### src/logic/pssw_regs.svh
`ifndef PSSW_REGS_SVH
`define PSSW_REGS_SVH

// Register indices; the byte address is four times the index
`define PSSW_IDX_SW_CTRL 16'h4005
`define PSSW_IDX_SEC_KEY 16'h4008
`define PSSW_IDX_OFF_SRC 16'h4009
`define PSSW_IDX_INT_STS1 16'h4011
`define PSSW_IDX_INT_STS2 16'h4012
`define PSSW_IDX_INT_MSK1 16'h4019
`define PSSW_IDX_INT_MSK2 16'h401a

// Field positions
`define PSSW_SECACT_LSB 8
`define PSSW_PRIMACT_LSB 4
`define PSSW_STS_BIT 3
`define PSSW_TO_LSB 0
`define PSSW_SW_FLAG_BIT 12
`define PSSW_POR_BIT 2
`define PSSW_SLPOFF_BIT 1
`define PSSW_ONWAKE_BIT 0
`define PSSW_OFFSRC_SW_BIT 4

// Reset values
`define PSSW_SECACT_RST 2'h1
`define PSSW_PRIMACT_RST 2'h0
`define PSSW_TO_RST 2'h0
`define PSSW_MASK_RST 1'b1

// Action encodings
`define PSSW_PRI_ON 2'h1
`define PSSW_PRI_OFF 2'h2
`define PSSW_SEC_IRQ 2'h0
`define PSSW_SEC_ON 2'h1
`define PSSW_SEC_OFF 2'h2

// Timing
`define PSSW_CLK_HZ 100000000
`define PSSW_HOLD_UNIT_S 1
`define PSSW_HOLD_UNIT_CYC (`PSSW_CLK_HZ * `PSSW_HOLD_UNIT_S)
`define PSSW_DEBOUNCE_MS 20
`define PSSW_DEBOUNCE_CYC (`PSSW_CLK_HZ / 1000 * `PSSW_DEBOUNCE_MS)

`endif

### src/logic/pssw_pkg.sv
`default_nettype none

package pssw_pkg;

  typedef enum logic [1:0] {
    PSSW_PS_OFF,
    PSSW_PS_ON,
    PSSW_PS_SLEEP,
    PSSW_PS_BACKUP
  } pssw_ps_e;

  typedef enum logic [2:0] {
    PSSW_R_NONE,
    PSSW_R_CTRL,
    PSSW_R_KEY,
    PSSW_R_OFFSRC,
    PSSW_R_STS1,
    PSSW_R_STS2,
    PSSW_R_MSK1,
    PSSW_R_MSK2
  } pssw_reg_e;

  typedef struct packed {
    logic on_req;
    logic off_req;
  } pssw_req_s;

  typedef struct packed {
    logic [1:0] sec_act;
    logic [1:0] prim_act;
    logic [1:0] hold_to;
  } pssw_cfg_s;

endpackage

`default_nettype wire

### src/logic/pssw_top.sv
// Our own choice: the APB register port.
`include "pssw_regs.svh"
`timescale 1ns/1ps
`default_nettype none

module pssw_top #(
  parameter int unsigned HOLD_UNIT_CYCLES = `PSSW_HOLD_UNIT_CYC,
  parameter int unsigned DEBOUNCE_CYCLES = `PSSW_DEBOUNCE_CYC,
  parameter logic [15:0] USER_KEY = 16'h5ac3 // Arbitrary value
) (
  input wire logic pclk,
  input wire logic presetn,
  input wire logic psel,
  input wire logic penable,
  input wire logic pwrite,
  input wire logic [31:0] paddr,
  input wire logic [31:0] pwdata,
  output logic [31:0] prdata,
  output logic pready,
  output logic pslverr,
  input wire pssw_pkg::pssw_ps_e ps_state,
  input wire logic por_ind,
  input wire logic switch_n,
  output pssw_pkg::pssw_req_s sw_req,
  output logic on_state_ind,
  output logic sleep_state_ind,
  output logic power_state_primary_irq,
  output logic switch_primary_irq,
  output logic irq
);
  import pssw_pkg::*;
  // ****************************************
  // Parameter checks and decoding
  // ****************************************
  if (HOLD_UNIT_CYCLES < 1 || HOLD_UNIT_CYCLES > 32'h1fff_ffff) begin
    $error("HOLD_UNIT_CYCLES out of range");
  end
  if (DEBOUNCE_CYCLES < 1) begin
    $error("DEBOUNCE_CYCLES must be at least one");
  end
  function automatic pssw_reg_e decode(input logic [31:0] a);
    pssw_reg_e r;
    r = PSSW_R_NONE;
    if (a[31:18] == 14'h0 && a[1:0] == 2'h0) begin
      unique case (a[17:2])
        `PSSW_IDX_SW_CTRL: r = PSSW_R_CTRL;
        `PSSW_IDX_SEC_KEY: r = PSSW_R_KEY;
        `PSSW_IDX_OFF_SRC: r = PSSW_R_OFFSRC;
        `PSSW_IDX_INT_STS1: r = PSSW_R_STS1;
        `PSSW_IDX_INT_STS2: r = PSSW_R_STS2;
        `PSSW_IDX_INT_MSK1: r = PSSW_R_MSK1;
        `PSSW_IDX_INT_MSK2: r = PSSW_R_MSK2;
        default: r = PSSW_R_NONE;
      endcase
    end
    return r;
  endfunction
  function automatic logic [31:0] hold_limit(input logic [1:0] to);
    return HOLD_UNIT_CYCLES << to;
  endfunction
  // ****************************************
  // APB slave
  // ****************************************
  pssw_reg_e sel_reg;
  logic wr_en;
  logic [31:0] rd_nxt;
  assign sel_reg = decode(paddr);
  assign wr_en = psel & penable & pwrite & pready;
  pssw_cfg_s cfg_r;
  logic key_ok_r;
  logic off_src_sw_r;
  logic sw_flag_r;
  logic [2:0] ps_flags_r;
  logic sw_mask_r;
  logic [2:0] ps_mask_r;
  logic sw_raw_r;
  always_comb begin
    rd_nxt = 32'h0;
    unique case (sel_reg)
      PSSW_R_CTRL: begin
        rd_nxt[`PSSW_SECACT_LSB +: 2] = cfg_r.sec_act;
        rd_nxt[`PSSW_PRIMACT_LSB +: 2] = cfg_r.prim_act;
        rd_nxt[`PSSW_STS_BIT] = sw_raw_r;
        rd_nxt[`PSSW_TO_LSB +: 2] = cfg_r.hold_to;
      end
      PSSW_R_KEY: rd_nxt[0] = key_ok_r;
      PSSW_R_OFFSRC: rd_nxt[`PSSW_OFFSRC_SW_BIT] = off_src_sw_r;
      PSSW_R_STS1: rd_nxt[`PSSW_SW_FLAG_BIT] = sw_flag_r;
      PSSW_R_STS2: rd_nxt[2:0] = ps_flags_r;
      PSSW_R_MSK1: rd_nxt[`PSSW_SW_FLAG_BIT] = sw_mask_r;
      PSSW_R_MSK2: rd_nxt[2:0] = ps_mask_r;
      PSSW_R_NONE: rd_nxt = 32'h0;
    endcase
  end

  // One wait state: data and ready are both registered
  always_ff @(posedge pclk or negedge presetn) begin
    if (!presetn) begin
      pready <= 1'b0;
      prdata <= 32'h0;
      pslverr <= 1'b0;
    end else begin
      pready <= psel & penable & ~pready;
      if (psel & penable & ~pready) begin
        prdata <= pwrite ? 32'h0 : rd_nxt;
        pslverr <= (sel_reg == PSSW_R_NONE);
      end else begin
        pslverr <= 1'b0;
      end
    end
  end
  // ****************************************
  // Security key and configuration
  // ****************************************
  always_ff @(posedge pclk or negedge presetn) begin
    if (!presetn) begin
      key_ok_r <= 1'b0;
    end else if (wr_en && sel_reg == PSSW_R_KEY) begin
      key_ok_r <= (pwdata[15:0] == USER_KEY);
    end
  end

  always_ff @(posedge pclk or negedge presetn) begin
    if (!presetn) begin
      cfg_r.sec_act <= `PSSW_SECACT_RST;
      cfg_r.prim_act <= `PSSW_PRIMACT_RST;
      cfg_r.hold_to <= `PSSW_TO_RST;
    end else if (wr_en && sel_reg == PSSW_R_CTRL && key_ok_r) begin
      cfg_r.sec_act <= pwdata[`PSSW_SECACT_LSB +: 2];
      cfg_r.prim_act <= pwdata[`PSSW_PRIMACT_LSB +: 2];
      cfg_r.hold_to <= pwdata[`PSSW_TO_LSB +: 2];
    end
  end

  always_ff @(posedge pclk or negedge presetn) begin
    if (!presetn) begin
      sw_mask_r <= `PSSW_MASK_RST;
      ps_mask_r <= {3{`PSSW_MASK_RST}};
    end else if (wr_en) begin
      if (sel_reg == PSSW_R_MSK1) begin
        sw_mask_r <= pwdata[`PSSW_SW_FLAG_BIT];
      end
      if (sel_reg == PSSW_R_MSK2) begin
        ps_mask_r <= pwdata[2:0];
      end
    end
  end
  // ****************************************
  // Power-state events
  // ****************************************
  pssw_ps_e ps_prev_r;
  logic por_prev_r;
  logic [2:0] ps_set;
  logic [2:0] ps_clr;
  always_ff @(posedge pclk or negedge presetn) begin
    if (!presetn) begin
      ps_prev_r <= PSSW_PS_OFF;
      por_prev_r <= 1'b0;
    end else begin
      ps_prev_r <= ps_state;
      por_prev_r <= por_ind;
    end
  end

  always_comb begin
    ps_set = 3'h0;
    ps_set[`PSSW_POR_BIT] = por_ind & ~por_prev_r;
    ps_set[`PSSW_SLPOFF_BIT] = (ps_state == PSSW_PS_SLEEP ||
        ps_state == PSSW_PS_OFF) && ps_state != ps_prev_r;
    ps_set[`PSSW_ONWAKE_BIT] = ps_state == PSSW_PS_ON &&
        ps_prev_r != PSSW_PS_ON;
    ps_clr = (wr_en && sel_reg == PSSW_R_STS2) ? pwdata[2:0] : 3'h0;
  end

  // Set wins over a clear in the same cycle
  always_ff @(posedge pclk or negedge presetn) begin
    if (!presetn) begin
      ps_flags_r <= 3'h0;
    end else begin
      ps_flags_r <= (ps_flags_r & ~ps_clr) | ps_set;
    end
  end

  always_ff @(posedge pclk or negedge presetn) begin
    if (!presetn) begin
      on_state_ind <= 1'b0;
      sleep_state_ind <= 1'b0;
    end else begin
      on_state_ind <= (ps_state == PSSW_PS_ON);
      sleep_state_ind <= (ps_state == PSSW_PS_SLEEP);
    end
  end
  // ****************************************
  // Switch debounce
  // ****************************************
  logic sw_deb_r;
  logic [31:0] deb_cnt_r;
  always_ff @(posedge pclk or negedge presetn) begin
    if (!presetn) begin
      sw_raw_r <= 1'b1;
    end else begin
      sw_raw_r <= switch_n;
    end
  end

  // Level must hold steady for the full window before it is accepted
  always_ff @(posedge pclk or negedge presetn) begin
    if (!presetn) begin
      sw_deb_r <= 1'b1;
      deb_cnt_r <= 32'h0;
    end else if (sw_raw_r == sw_deb_r) begin
      deb_cnt_r <= 32'h0;
    end else if (deb_cnt_r >= DEBOUNCE_CYCLES - 1) begin
      sw_deb_r <= sw_raw_r;
      deb_cnt_r <= 32'h0;
    end else begin
      deb_cnt_r <= deb_cnt_r + 32'h1;
    end
  end

  logic sw_deb_prev_r;
  logic press;
  logic release_ev;
  always_ff @(posedge pclk or negedge presetn) begin
    if (!presetn) begin
      sw_deb_prev_r <= 1'b1;
    end else begin
      sw_deb_prev_r <= sw_deb_r;
    end
  end

  assign press = sw_deb_prev_r & ~sw_deb_r;
  assign release_ev = ~sw_deb_prev_r & sw_deb_r;
  // ****************************************
  // Hold timer and actions
  // ****************************************
  typedef enum logic [1:0] {
    PSSW_HS_IDLE,
    PSSW_HS_SEC,
    PSSW_HS_TER,
    PSSW_HS_DONE
  } pssw_hs_e;
  pssw_hs_e hs_r;
  logic [31:0] hold_cnt_r;
  logic expire;
  logic sec_fire;
  logic ter_fire;
  assign expire = hold_cnt_r >= hold_limit(cfg_r.hold_to) - 32'h1;
  assign sec_fire = hs_r == PSSW_HS_SEC && expire && !release_ev;
  assign ter_fire = hs_r == PSSW_HS_TER && expire && !release_ev;

  always_ff @(posedge pclk or negedge presetn) begin
    if (!presetn) begin
      hs_r <= PSSW_HS_IDLE;
      hold_cnt_r <= 32'h0;
    end else if (release_ev) begin
      hs_r <= PSSW_HS_IDLE;
      hold_cnt_r <= 32'h0;
    end else if (press) begin
      hs_r <= PSSW_HS_SEC;
      hold_cnt_r <= 32'h0;
    end else begin
      unique case (hs_r)
        PSSW_HS_IDLE, PSSW_HS_DONE: hold_cnt_r <= 32'h0;
        PSSW_HS_SEC: begin
          if (expire) begin
            hs_r <= PSSW_HS_TER;
            hold_cnt_r <= 32'h0;
          end else begin
            hold_cnt_r <= hold_cnt_r + 32'h1;
          end
        end
        PSSW_HS_TER: begin
          if (expire) begin
            hs_r <= PSSW_HS_DONE;
            hold_cnt_r <= 32'h0;
          end else begin
            hold_cnt_r <= hold_cnt_r + 32'h1;
          end
        end
      endcase
    end
  end

  always_ff @(posedge pclk or negedge presetn) begin
    if (!presetn) begin
      sw_req <= '0;
    end else begin
      sw_req.on_req <= (press && cfg_r.prim_act == `PSSW_PRI_ON) ||
          (sec_fire && cfg_r.sec_act == `PSSW_SEC_ON);
      sw_req.off_req <= (press && cfg_r.prim_act == `PSSW_PRI_OFF) ||
          (sec_fire && cfg_r.sec_act == `PSSW_SEC_OFF) ||
          ter_fire;
    end
  end
  // ****************************************
  // Switch flag and off-source record
  // ****************************************
  logic sw_set;
  logic sw_clr;
  assign sw_set = press | release_ev |
      (sec_fire && cfg_r.sec_act == `PSSW_SEC_IRQ);
  assign sw_clr = wr_en && sel_reg == PSSW_R_STS1 &&
      pwdata[`PSSW_SW_FLAG_BIT];

  always_ff @(posedge pclk or negedge presetn) begin
    if (!presetn) begin
      sw_flag_r <= 1'b0;
    end else begin
      sw_flag_r <= (sw_flag_r & ~sw_clr) | sw_set;
    end
  end

  logic sw_off_pend_r;

  always_ff @(posedge pclk or negedge presetn) begin
    if (!presetn) begin
      sw_off_pend_r <= 1'b0;
      off_src_sw_r <= 1'b0;
    end else begin
      if (sw_req.off_req) begin
        sw_off_pend_r <= 1'b1;
      end else if (ps_state != ps_prev_r) begin
        sw_off_pend_r <= 1'b0;
      end
      if (ps_state == PSSW_PS_OFF && ps_prev_r != PSSW_PS_OFF) begin
        off_src_sw_r <= sw_off_pend_r | sw_req.off_req;
      end
    end
  end
  // ****************************************
  // Interrupt outputs
  // ****************************************
  always_ff @(posedge pclk or negedge presetn) begin
    if (!presetn) begin
      power_state_primary_irq <= 1'b0;
      switch_primary_irq <= 1'b0;
      irq <= 1'b0;
    end else begin
      power_state_primary_irq <= |(ps_flags_r & ~ps_mask_r);
      switch_primary_irq <= sw_flag_r & ~sw_mask_r;
      irq <= |(ps_flags_r & ~ps_mask_r) | (sw_flag_r & ~sw_mask_r);
    end
  end

endmodule

`default_nettype wire

### config.mk
export PLATFORM = sky130hd
export DESIGN_NAME = pssw_top
export DESIGN_NICKNAME = d
export VERILOG_FILES = /design/src/logic/pssw_pkg.sv /design/src/logic/pssw_top.sv
export VERILOG_INCLUDE_DIRS = /design/src /design/src/logic
export SDC_FILE = /design/constraint.sdc
export NUM_CORES = 1
export LEC_CHECK = 0
export BUFFER_PORTS_ARGS = -buffer_cell sky130_fd_sc_hd__buf_2
export CAP_MARGIN = 20
export CORE_MARGIN = 4
export CORE_UTILIZATION = 35
export CTS_CLUSTER_SIZE = 10
export DETAILED_ROUTE_END_ITERATION = 10
export MAX_ROUTING_LAYER = met4
export SLEW_MARGIN = 25
export SYNTH_ARGS = -nofsm -noshare
export SYNTH_HDL_FRONTEND = slang
export SYNTH_SLANG_ARGS = --single-unit
### constraint.sdc
create_clock -name pclk -period 5.5 [get_ports pclk]
set_input_delay 0.825 -clock pclk [delete_from_list [all_inputs] [get_ports pclk]]
set_output_delay 0.825 -clock pclk [all_outputs]
set_load 0.02 [all_outputs]
Yosys cells after proc, flatten, opt, wreduce, memory -nomap -nowiden --
Cells that the tools add are included.
Storage, ports and cells: input port bits 73, flip-flop bits (word level) 130, output and inout port bits 41, logic and storage cells 155
Cells by class: muxes and demuxes 26, $lt $le $gt $ge 2, reductions and logical operators 40, $add $sub $neg 3, shifts and indexed selects 1, bitwise gates (word level) 26, eq/ne operators 29
Operators by type and width (count):
- $mux 32 | 5
- $eq 16x15->1 const B | 8
- $add 32x1->32 const B | 2
- $pmux 32 s2 | 1
- $ge 32x21->1 const B | 1
- $ge 32x32->1 | 1
- $shl 27x2->32 const A | 1
- $sub 32x1->32 const B | 1
- $pmux 3 s7 | 1
- $logic_and 1x1->1 | 19
- $logic_not 14->1 | 1
- $mux 13 | 1
- $eq 3x3->1 const B | 4
- $eq 2x2->1 const B | 5
- $mux 2 | 5
- $and 1x1->1 | 9
- $eq 2x1->1 const B | 4
- $logic_not 2->1 | 4
- $ne 4x4->1 const B | 2
- $not 1->1 | 7
- $and 3x3->3 | 2
- $eq 3x2->1 const B | 2
- $mux 3 | 2
- $not 3->3 | 2
- other kinds (20) | 37

Depth between registers and ports, before layout --
Gate-level depths: netlist of the first run.
depth after elaboration 9, mapped depth 12, mapped depth without buffers 11

Worst setup path before layout of the first run --
No wires, ideal clock.
path type reg-to-reg, start register cfg_r[1] (netlist bit), end register sw_flag_r, buffers on the path 0, cell stages (with the launch flop) 11, setup time 126 ps, period minus slack after synthesis 2404 ps, arrival 2278 ps, data required time 5374 ps, setup slack 3096 ps, path through dfrtp_1 inv_1 nor2_1 inv_1 ha_1 ha_1 a211oi_1 nand3_1 nand4_2 a311oi_2 a221o_1
On the way: word-level cells in the longest chain between the ends 8
RTL lines:
- start: declaration | RTL line pssw_top.sv:69 | pssw_cfg_s cfg_r;
- $shl 27x2->32 | RTL line pssw_top.sv:59 | return HOLD_UNIT_CYCLES << to;
- $sub 32x1->32 | RTL line pssw_top.sv:248 | assign expire = hold_cnt_r >= hold_limit(cfg_r.hold_to) - 32'h1;
- $ge 32x32->1 | RTL line pssw_top.sv:248
- $logic_and 1x1->1 (2 in a row) | RTL line pssw_top.sv:249 | assign sec_fire = hs_r == PSSW_HS_SEC && expire && !release_ev;
- $logic_and 1x1->1 (no line)
- $or 1x1->1 | RTL line pssw_top.sv:301 | assign sw_set = press | release_ev |
- $or 1x1->1 | RTL line pssw_top.sv:310 | sw_flag_r <= (sw_flag_r & ~sw_clr) | sw_set;
- end signal: assignment | RTL line pssw_top.sv:310
- end: declaration | RTL line pssw_top.sv:72 | logic sw_flag_r;
Every way passes these cells. A chain may end at the register's enable or synchronous reset.

Worst setup path in the final report of the first run --
start register cfg_r[1] (netlist bit), end register hold_cnt_r[16]
On the way: word-level cells in the longest chain between the ends 7
RTL lines:
- $shl 27x2->32 | RTL line pssw_top.sv:59
- $sub 32x1->32 | RTL line pssw_top.sv:248
- $ge 32x32->1 | RTL line pssw_top.sv:248
- $mux 32 | RTL line pssw_top.sv:266, pssw_top.sv:274
- $pmux 32 s2 | RTL line pssw_top.sv:263 | unique case (hs_r)
- $mux 32 | RTL line pssw_top.sv:259 | end else if (press) begin
- $mux 32 | RTL line pssw_top.sv:256 | end else if (release_ev) begin
- end signal: assignment | RTL line pssw_top.sv:270 | hold_cnt_r <= hold_cnt_r + 32'h1;
- end signal: assignment | RTL line pssw_top.sv:278 | hold_cnt_r <= hold_cnt_r + 32'h1;
- end: declaration | RTL line pssw_top.sv:244 | logic [31:0] hold_cnt_r;
Every way passes these cells.

==> flow_summary.json, run 1 <==
{
  "synth_seq_cells": 107,
  "grt_pass1_wl_um": 21500,
  "r2r-end": "hold_cnt_r[16]",
  "slew_viol_final": 0,
  "crit_chain": "inv_1, nor2_1, inv_1, ha_1, ha_1, a21o_1, o211ai_1, nand2_1, o21ai_1, nand4_2, nor2_1",
  "die_x_um": 137,
  "path_max_fanout": 32,
  "cts_setup_buffers": 0,
  "place_area_um2": 6400,
  "antenna_found_initial": 0,
  "whs_path_depth": 0,
  "grt_usage_pct": 14.8,
  "grt_max_degree": 58,
  "cts_resized": 0,
  "worst_pin_slew_ns": 0.864,
  "reg2reg_depth": 11,
  "h-tree-depth": 3,
  "drt_iter0_drc": 286,
  "drc_errors": 0,
  "synth.distinct_cells": 65,
  "num_antenna_cells": 0,
  "port_buffers": 74,
  "worstHoldPathType": "register to register",
  "die_area_um2": 18800,
  "slew_headroom_pct": 42.2,
  "die_h_um": 137,
  "power_density_nw_per_um2": 245,
  "dp.cells": 882,
  "rsz0062_at_grt": "false",
  "postRouteAntennaNets": 0,
  "layout-area-overhead-vs-synth_pct": 14.5,
  "critPathMaxStageDelay_ns": 0.78,
  "finalWirelength_um": 12800,
  "numCtsBuffers": 9,
  "status": "complete, no violations",
  "worst-path-buf-inv": 2,
  "layout.cells.non_filler": 898,
  "rows": 46,
  "cp-start-kind": "register",
  "clock_path_buffers": 2,
  "hold_end": "sw_deb_prev_r",
  "synthesis.area_um2": 5850,
  "p_leak_nw": 2.97,
  "vias_per_cell": 4.91,
  "crit_start": "cfg_r[1]",
  "start_util_pct": 36.3,
  "nNetsFinal": 777,
  "fmax_ghz": 0.295,
  "hp-start": "sw_deb_r",
  "synth_seq_area_share_pct": 46.0,
  "crit_family": "simple AND/OR/NAND/NOR gates",
  "cts_sinks": 107,
  "grt_pass1_vias": 4447,
  "postSynthCellCount": 591,
  "ios": 114,
  "setup_violations": 0,
  "final_area_um2": 6700,
  "cp-end-kind": "register",
  "fin_tns_setup_ns": 0,
  "finalCritPeriodShare_pct": 61.6,
  "wl_per_cell_um": 14.3,
  "synth.avg_cell_area_um2": 9.89,
  "worstPathArrival_ns": 3.65,
  "r2r_slack_ns": 2.11,
  "min_period_ns": 3.39,
  "dr_total_vias": 4408,
  "timing.rr.start": "cfg_r[1]",
  "crit_type": "register to register",
  "routabilityCongestion": 0.863,
  "drtPass1Iterations": 4,
  "cts_tree": "built",
  "dp_hpwl_um": 9710,
  "ys_warn_count": 0,
  "overflow": 0,
  "holdBufCountCts": 0,
  "clk_pin_slew_ns": 0.07,
  "ys_async_sr_fraction_pct": 100,
  "peakVddDrop_uv": 157,
  "hold_violations": 0,
  "clockRootBuffer": "clkbuf_16",
  "coreArea_um2": 16100,
  "drive_gt1_share_pct": 18.6,
  "ys.flop_type": "dfrtp_1",
  "crit_path_top_delay_cell": "nand4_2",
  "clock_latency_ns": 0.35,
  "synth_edf_count": 0,
  "drv_cap": 0,
  "cp.required_ns": 5.76,
  "clock_skew_ns": 0.00998
}
[logic make-up (layout without fill, tap and decap cells)]
| kind of cell | Yosys count | in the layout | share of synthesized area (%) |
|---|---|---|---|
| xor gates and xnor gates | 55 | 55 | 8.24 |
| muxes | 12 | 12 | 2.29 |
| and+or+nand+nor | 255 | 255 | 23.4 |
| adders and majority gates | 27 | 27 | 5.78 |
| AOI/OAI and AO/OA | 67 | 67 | 8.26 |
| other | 2 | 38 | 0.128 |
| DFF | 107 | 107 | 46.0 |
| buffers and inverters | 66 | 121 | 5.97 |
[where the power goes]
part | internal [mW] | total (mW) | leakage [nW] | switching [mW]
registers | 0.807 | 0.819 | 1.39 | 0.0121
clock network | 0.356 | 0.649 | 0.136 | 0.293
logic | 0.0549 | 0.172 | 1.45 | 0.117
total | 1.22 | 1.64 | 2.97 | 0.422
[routing by layer]
metal	share of wire [%]	track usage, %
met2	49	24.7
met1	45	18.2
met3	5.0	3.10
met5	0	-
met4	1.3	4.05
[per-stage QoR]
step / total power, mW / worst slack [ns] / utilization, % / hold WS (ns)
floorplan: 0.956 / 3.10 / - / 0.380
global placement: 1.00 / 2.20 / 39.7 / 0.390
detailed placement: 1.01 / 2.09 / 39.7 / 0.394
CTS: 1.66 / 2.07 / 41.5 / 0.406
global route: 1.73 / 1.63 / 41.5 / 0.414
finish: 1.64 / 2.11 / 41.5 / 0.404
[worst max-delay path by stage]
stage | end | slack [ns] | cells past startpoint
after floorplan | sw_flag_r | 3.10 | 10
after global placement | hold_cnt_r[30] | 2.20 | 11
after detailed placement | hold_cnt_r[5] | 2.09 | 11
after CTS | hold_cnt_r[16] | 2.07 | 11
after global routing | hold_cnt_r[0] | 1.63 | 11
final | hold_cnt_r[16] | 2.11 | 11
[registers in the layout (all words and copies together) (netlist names), 2 cells and up]
register / cells
deb_cnt_r: 32
prdata: 9
cfg_r: 6
ps_mask_r: 3
hs_r: 2
sw_req: 2
ps_flags_r: 3
hold_cnt_r: 32
ps_prev_r: 2
[cells in the mapped netlist (3+ instances only)]
cell type	instances	area share (%)
nand4_1	14	1.5
buf_4	23	3.0
and4_1	11	1.6
o21ai_0	15	1.3
nand2b_1	5	0.53
buf_2	8	0.68
nor3_1	11	0.94
dfrtp_1	99	42
nor2b_1	7	0.75
xor2_1	23	3.4
a31oi_1	4	0.43
nand3_1	33	2.8
nor4_1	9	0.96
xnor2_1	32	4.8
dfstp_2	8	3.6
a21o_1	3	0.39
nor2_1	84	5.4
inv_1	29	1.9
or3_1	4	0.43
nor3b_1	3	0.39
mux2_2	11	2.1
clkbuf_1	5	0.32
a21oi_1	11	0.94
nand2_1	37	2.4
and3_1	13	1.4
ha_1	27	5.8
a22o_1	6	0.90
[worst reg2reg max path: cells and delay by family, from the launching register on]
family	cells	cell delay, ns
flops	1	0.52
compound gates	3	0.62
simple gates	4	1.49
fa+ha+maj	2	0.39
buf+inv	2	0.27
[layout by cell type (no fill, tap or decap), types with 3 or more instances in the layout]
| cell | netlist | layout |
|---|---|---|
| conb_1 | 2 | 38 |
| nand3_1 | 33 | 33 |
| dfrtp_1 | 99 | 99 |
| nor3b_1 | 3 | 3 |
| xnor2_1 | 32 | 32 |
| and4_1 | 11 | 11 |
| a21o_1 | 3 | 3 |
| buf_4 | 23 | 3 |
| and3_1 | 13 | 13 |
| mux2_2 | 11 | 11 |
| nand2_1 | 37 | 37 |
| nor2b_1 | 7 | 7 |
| a21oi_1 | 11 | 11 |
| or3_1 | 4 | 4 |
| ha_1 | 27 | 27 |
| dfstp_2 | 8 | 8 |
| inv_1 | 29 | 29 |
| nand4_1 | 14 | 14 |
| buf_2 | 8 | 73 |
| nor2_1 | 84 | 84 |
| nor4_1 | 9 | 9 |
| clkbuf_16 | 0 | 9 |
| nand2b_1 | 5 | 5 |
| o21ai_0 | 15 | 15 |
| a31oi_1 | 4 | 4 |
| a22o_1 | 6 | 6 |
| xor2_1 | 23 | 23 |
| nor3_1 | 11 | 11 |
[layout make-up]
type                    count  area (µm²)
flip-flops and latches    107        2690
fillers                  1594        9420
multi-input cells         454        2950
inverters                  29         109
well taps                 216         270
clock buffers              11         233
repair buffers             76         388
clock inverters             5        62.6
Power figures use the tool's default switching activity.
==> run 2: changes to the inputs <==
Clock period 5.5 ns to 3.45 ns, I/O delays scaled along.
==> run 2 against run 1 <==
Effect of this change: sequential share of layout area fell by 0.16 points; routed wire length decreased by 2.4%; setup slack worse by 1.5 ns; critical path depth unchanged; non-clock buffer count grew 1; flip-flop and latch count is the same; sequential power increased by 60%; first-iteration DRC count fell by 2.4%; count of clock-buffer cells in the layout unchanged; die area unchanged; fmax grew 18%; combinational power rose by 66%; critical path type unchanged.
==> flow_summary.json, run 2 (synthesis results as in run 1) <==
{
  "min_period_ns": 2.86,
  "cts_setup_buffers": 0,
  "final_area_um2": 6720,
  "start_util_pct": 36.3,
  "overflow": 0,
  "numCtsBuffers": 9,
  "path_max_fanout": 32,
  "grt_max_degree": 64,
  "routabilityCongestion": 0.861,
  "cts_tree": "built",
  "rows": 46,
  "place_area_um2": 6420,
  "worst_pin_slew_ns": 0.601,
  "grt_pass1_wl_um": 20800,
  "clockRootBuffer": "clkbuf_16",
  "pre_cts_slack_ns": 0.550,
  "finalCritPeriodShare_pct": 82.9,
  "drtPass1Iterations": 4,
  "crit_chain": "inv_1, nor2_1, inv_1, ha_1, ha_1, o21ai_0, a21oi_1, nand4_2, nand4_2, buf_4, nor2_1",
  "fin_tns_setup_ns": 0,
  "drc_errors": 0,
  "reg_top3": "deb_cnt_r: 32 flops, hold_cnt_r: 32 flops, prdata: 9 flops",
  "peakVddDrop_uv": 261,
  "coreArea_um2": 16100,
  "slew_headroom_pct": 59.9,
  "p_leak_nw": 2.99,
  "nNetsFinal": 778,
  "cts_resized": 0,
  "drive_gt1_share_pct": 19.0,
  "clock_skew_ns": 0.00818,
  "most-common-layout-cells": "dfrtp_1 (99), nor2_1 (84), buf_2 (73), conb_1 (38), nand2_1 (37)",
  "cp-start-kind": "register",
  "finalWirelength_um": 12500,
  "dr_total_vias": 4426,
  "hold_violations": 0,
  "rsz0062_at_grt": "false",
  "slew_viol_final": 0,
  "port_buffers": 74,
  "power_density_nw_per_um2": 387,
  "antenna_found_initial": 2,
  "cts_sinks": 107,
  "dp_hpwl_um": 9490,
  "worst_slack_ns": 0.592,
  "drt_iter0_drc": 279,
  "grt_pass1_vias": 4361,
  "ios": 114,
  "worst-path-buf-inv": 3,
  "fmax_ghz": 0.350,
  "drv_cap": 0,
  "dp.cells": 883,
  "holdBufCountCts": 0,
  "critPathMaxStageDelay_ns": 0.49,
  "h-tree-depth": 3,
  "crit_type": "register to register",
  "die_area_um2": 18800,
  "clk_pin_slew_ns": 0.07,
  "worstHoldPathType": "input pin to async pin",
  "layout-area-overhead-vs-synth_pct": 15.0,
  "die_x_um": 137,
  "postRouteAntennaNets": 0,
  "vias_per_cell": 4.91,
  "layout.cells.non_filler": 901,
  "clock_latency_ns": 0.35,
  "wl_per_cell_um": 13.9,
  "whs_ns": 0.176,
  "die_h_um": 137,
  "crit_path_top_delay_cell": "dfrtp_1",
  "crit_family": "simple AND/OR/NAND/NOR gates",
  "final_common_cell": "dfrtp_1",
  "cp.required_ns": 3.67,
  "status": "complete, no violations",
  "setup_violations": 0,
  "cp-end-kind": "register",
  "worstPathArrival_ns": 3.08,
  "clock_path_buffers": 2,
  "grt_usage_pct": 14.2
}
-- run 2: power breakdown --
part / total [mW] / leakage, nW / switching (mW) / internal (mW)
sequential: 1.31 / 1.39 / 0.0197 / 1.29
combinational: 0.286 / 1.46 / 0.190 / 0.0951
clock: 1.01 / 0.141 / 0.470 / 0.539
-- run 2: worst paths after layout --
path | start | to | slack, ns | cells past startpoint
max | cfg_r[1] | hold_cnt_r[11] | 0.59 | 11
min | presetn | hold_cnt_r[27] | 0.18 | 1
max reg2reg | cfg_r[1] | hold_cnt_r[11] | 0.59 | 11
min reg2reg | sw_deb_r | sw_deb_prev_r | 0.41 | 0
max in group asynchronous | presetn | sw_mask_r | 2.48 | 2
min in group pclk | switch_n | sw_raw_r | 0.27 | 1
-- run 2: layer usage --
| metal | global-route usage (%) | up-vias | part of all wire [%] |
|---|---|---|---|
| met4 | 5.04 | 0 | 1.5 |
| li1 | - | 2185 | - |
| met3 | 3.47 | 10 | 5.2 |
| met5 | - | - | 0 |
| met2 | 22.9 | 104 | 48 |
| met1 | 17.5 | 2127 | 46 |
-- run 2: final cells by class --
class,instances,area (µm²)
clock buffers,11,253
fillers,1550,9390
diodes,2,5.00
well taps,216,270
multi-input cells,454,2950
flip-flops and latches,107,2690
repair buffers,77,408
inverters,29,109
clock inverters,5,43.8
-- run 2: per-stage QoR --
step	power, mW	utilization [%]
after floorplan	1.52	-
after global placement	1.60	39.8
after detailed placement	1.62	39.8
after CTS	2.63	41.7
after global routing	2.73	41.7
final	2.60	41.7
-- run 2: worst reg2reg max path: cells and delay by family, from the launching register on --
| family | cells | cell delay, ns |
|---|---|---|
| flip-flops | 1 | 0.49 |
| buffers and inverters | 3 | 0.59 |
| AO/OA/AOI/OAI | 2 | 0.29 |
| adder cells (fa/ha/maj) | 2 | 0.58 |
| AND/OR/NAND/NOR | 4 | 0.79 |
==> run 3: changes to the inputs <==
Clock period 3.45 ns to 2.35 ns, I/O delays scaled along.
==> run 3 against run 2 <==
Effect of this change: the flow now finishes with violations (hold timing, setup timing); power up 56%; cell count up 2.6%; hold slack worse by 0.19 ns; setup slack worse by 0.61 ns; global-route usage up 0.80 points; sequential power up 46%; clock power up 58%; die area unchanged; fmax up 21%; critical path depth up 1; critical endpoint is now hold_cnt_r[29]; largest cell class unchanged.
==> flow_summary.json, run 3 (synthesis results as in run 1) <==
{
  "fin_util_pct": 44.1,
  "violations": "hold timing, setup timing",
  "use_met3_pct": 3.51,
  "slew_viol_final": 0,
  "fin_tns_setup_ns": -0.148,
  "grt_pass1_vias": 4711,
  "place_area_um2": 6560,
  "die_x_um": 137,
  "numCtsBuffers": 9,
  "start_util_pct": 36.3,
  "grt_usage_pct": 15.0,
  "use_met1_pct": 18.3,
  "dp.cells": 899,
  "die_h_um": 137,
  "status": "finished with violations",
  "whs_ns": -0.0129,
  "routabilityCongestion": 0.853,
  "nNetsFinal": 803,
  "final_common_cell": "dfrtp_1",
  "final_area_um2": 7100,
  "ff_latch_area_um2": 2690,
  "clock_skew_ns": 0.0113,
  "dr_total_vias": 4551,
  "finalWirelength_um": 13100,
  "top_usage_layer": "met2",
  "cts_tree": "built",
  "rows": 46,
  "antenna_found_initial": 0,
  "num_antenna_cells": 0,
  "power_density_nw_per_um2": 572,
  "wl_per_cell_um": 14.1,
  "fmax_ghz": 0.422,
  "clock_path_buffers": 2,
  "multi_input_area_um2": 3060,
  "cts_sinks": 107,
  "p_leak_nw": 3.16,
  "reg2reg_depth": 12,
  "worstHoldPathType": "input pin to async pin",
  "grt_max_degree": 44,
  "hold_violations": 11,
  "clk_pin_slew_ns": 0.08,
  "crit_type": "register to register",
  "drv_cap": 0,
  "most-common-layout-cells": "dfrtp_1 (99), nor2_1 (82), buf_2 (73), conb_1 (38), nand2_1 (36)",
  "setup_violations": 15,
  "fill_cells": 1576,
  "cp-end-kind": "register",
  "min_period_ns": 2.37,
  "pre_cts_slack_ns": -0.0830,
  "finalCritPeriodShare_pct": 101,
  "peakVddDrop_uv": 377,
  "path_max_fanout": 8,
  "h-tree-depth": 3,
  "cp.required_ns": 2.59,
  "drive_gt1_share_pct": 24.0,
  "drtPass1Iterations": 5,
  "worst_slack_ns": -0.0210,
  "worstPathArrival_ns": 2.61,
  "dp_hpwl_um": 9600,
  "layout-area-overhead-vs-synth_pct": 21.5,
  "die_area_um2": 18800,
  "port_buffers": 74,
  "worst_pin_slew_ns": 0.598,
  "slew_headroom_pct": 60.2,
  "clockRootBuffer": "clkbuf_16",
  "vias_per_cell": 4.93,
  "ios": 114,
  "drc_errors": 0,
  "reg_top3": "deb_cnt_r: 32 flops, hold_cnt_r: 32 flops, prdata: 9 flops",
  "overflow": 0,
  "clock_latency_ns": 0.36,
  "layout.cells.non_filler": 924,
  "grtUsageMet2_pct": 24.8,
  "grt_pass1_wl_um": 22000,
  "postRouteAntennaNets": 0,
  "coreArea_um2": 16100,
  "drt_iter0_drc": 229,
  "rsz0062_at_grt": "true",
  "cp-start-kind": "register"
}
[run 3: cell count changes in the layout (fill, tap and decap cells not counted), sizes merged]
cell	delta
bufinv	+1
diode	-2
clkinvlp	-1
buf	+24
inv	+2
clkbuf	-1
[run 3: through the flow]
stage	hold slack, ns	power (mW)
floorplan	0.0569	2.24
global placement	0.387	2.38
detailed placement	0.395	2.40
CTS	0.00968	4.07
global route	0.0274	4.24
finish	-0.0129	4.06
[run 3: worst paths after layout]
check                                      end  slack, ns  startpoint
worst max-delay path            hold_cnt_r[29]      -0.02    cfg_r[1]
worst min-delay path             ps_flags_r[2]      -0.01     presetn
worst max register to register  hold_cnt_r[29]      -0.02    cfg_r[1]
worst min register to register   sw_deb_prev_r       0.41    sw_deb_r
max in group asynchronous        hold_cnt_r[2]       1.63     presetn
min in group pclk                     sw_raw_r       0.11    switch_n
[run 3: area by class of cell]
cell class	count	share of cell area, %
clock buffers	9	3.17
clock inverters	7	1.25
inverters	29	1.57
multi-input cells	454	43.1
flip-flops and latches	107	37.8
well taps	216	3.80
repair buffers	102	9.25
[run 3: metal layers]
layer | up-vias | part of all wire, %
li1 | 2226 | -
met1 | 2207 | 44
met2 | 100 | 49
met3 | 18 | 4.7
met4 | 0 | 1.6
met5 | - | 0
[run 3: where the power goes]
part	leakage [nW]	internal (mW)	switching (mW)
Sequential	1.39	1.89	0.0269
Clock	0.152	0.857	0.739
Combinational	1.61	0.228	0.323
Total	3.16	2.97	1.09
[run 3: critical path: stages (launching register included)]
cell and delay (ns):
dfrtp_1 0.41, inv_2 0.08, nor2_4 0.12, buf_6 0.12, inv_4 0.03, ha_4 0.25, nand4_1 0.20, nor4_4 0.34
nand4_4 0.17, buf_4 0.17, nand4_4 0.11, clkbuf_16 0.19, nor2_1 0.05
[run 3: repair_timing]
action,in CTS,in global routing
pin swaps,16,0
buffers inserted,6,1
setup endpoints to repair,36,37
gates cloned,1,1
resized for setup,25,0
endpoints found under the hold margin,0,0
hold buffers,0,0
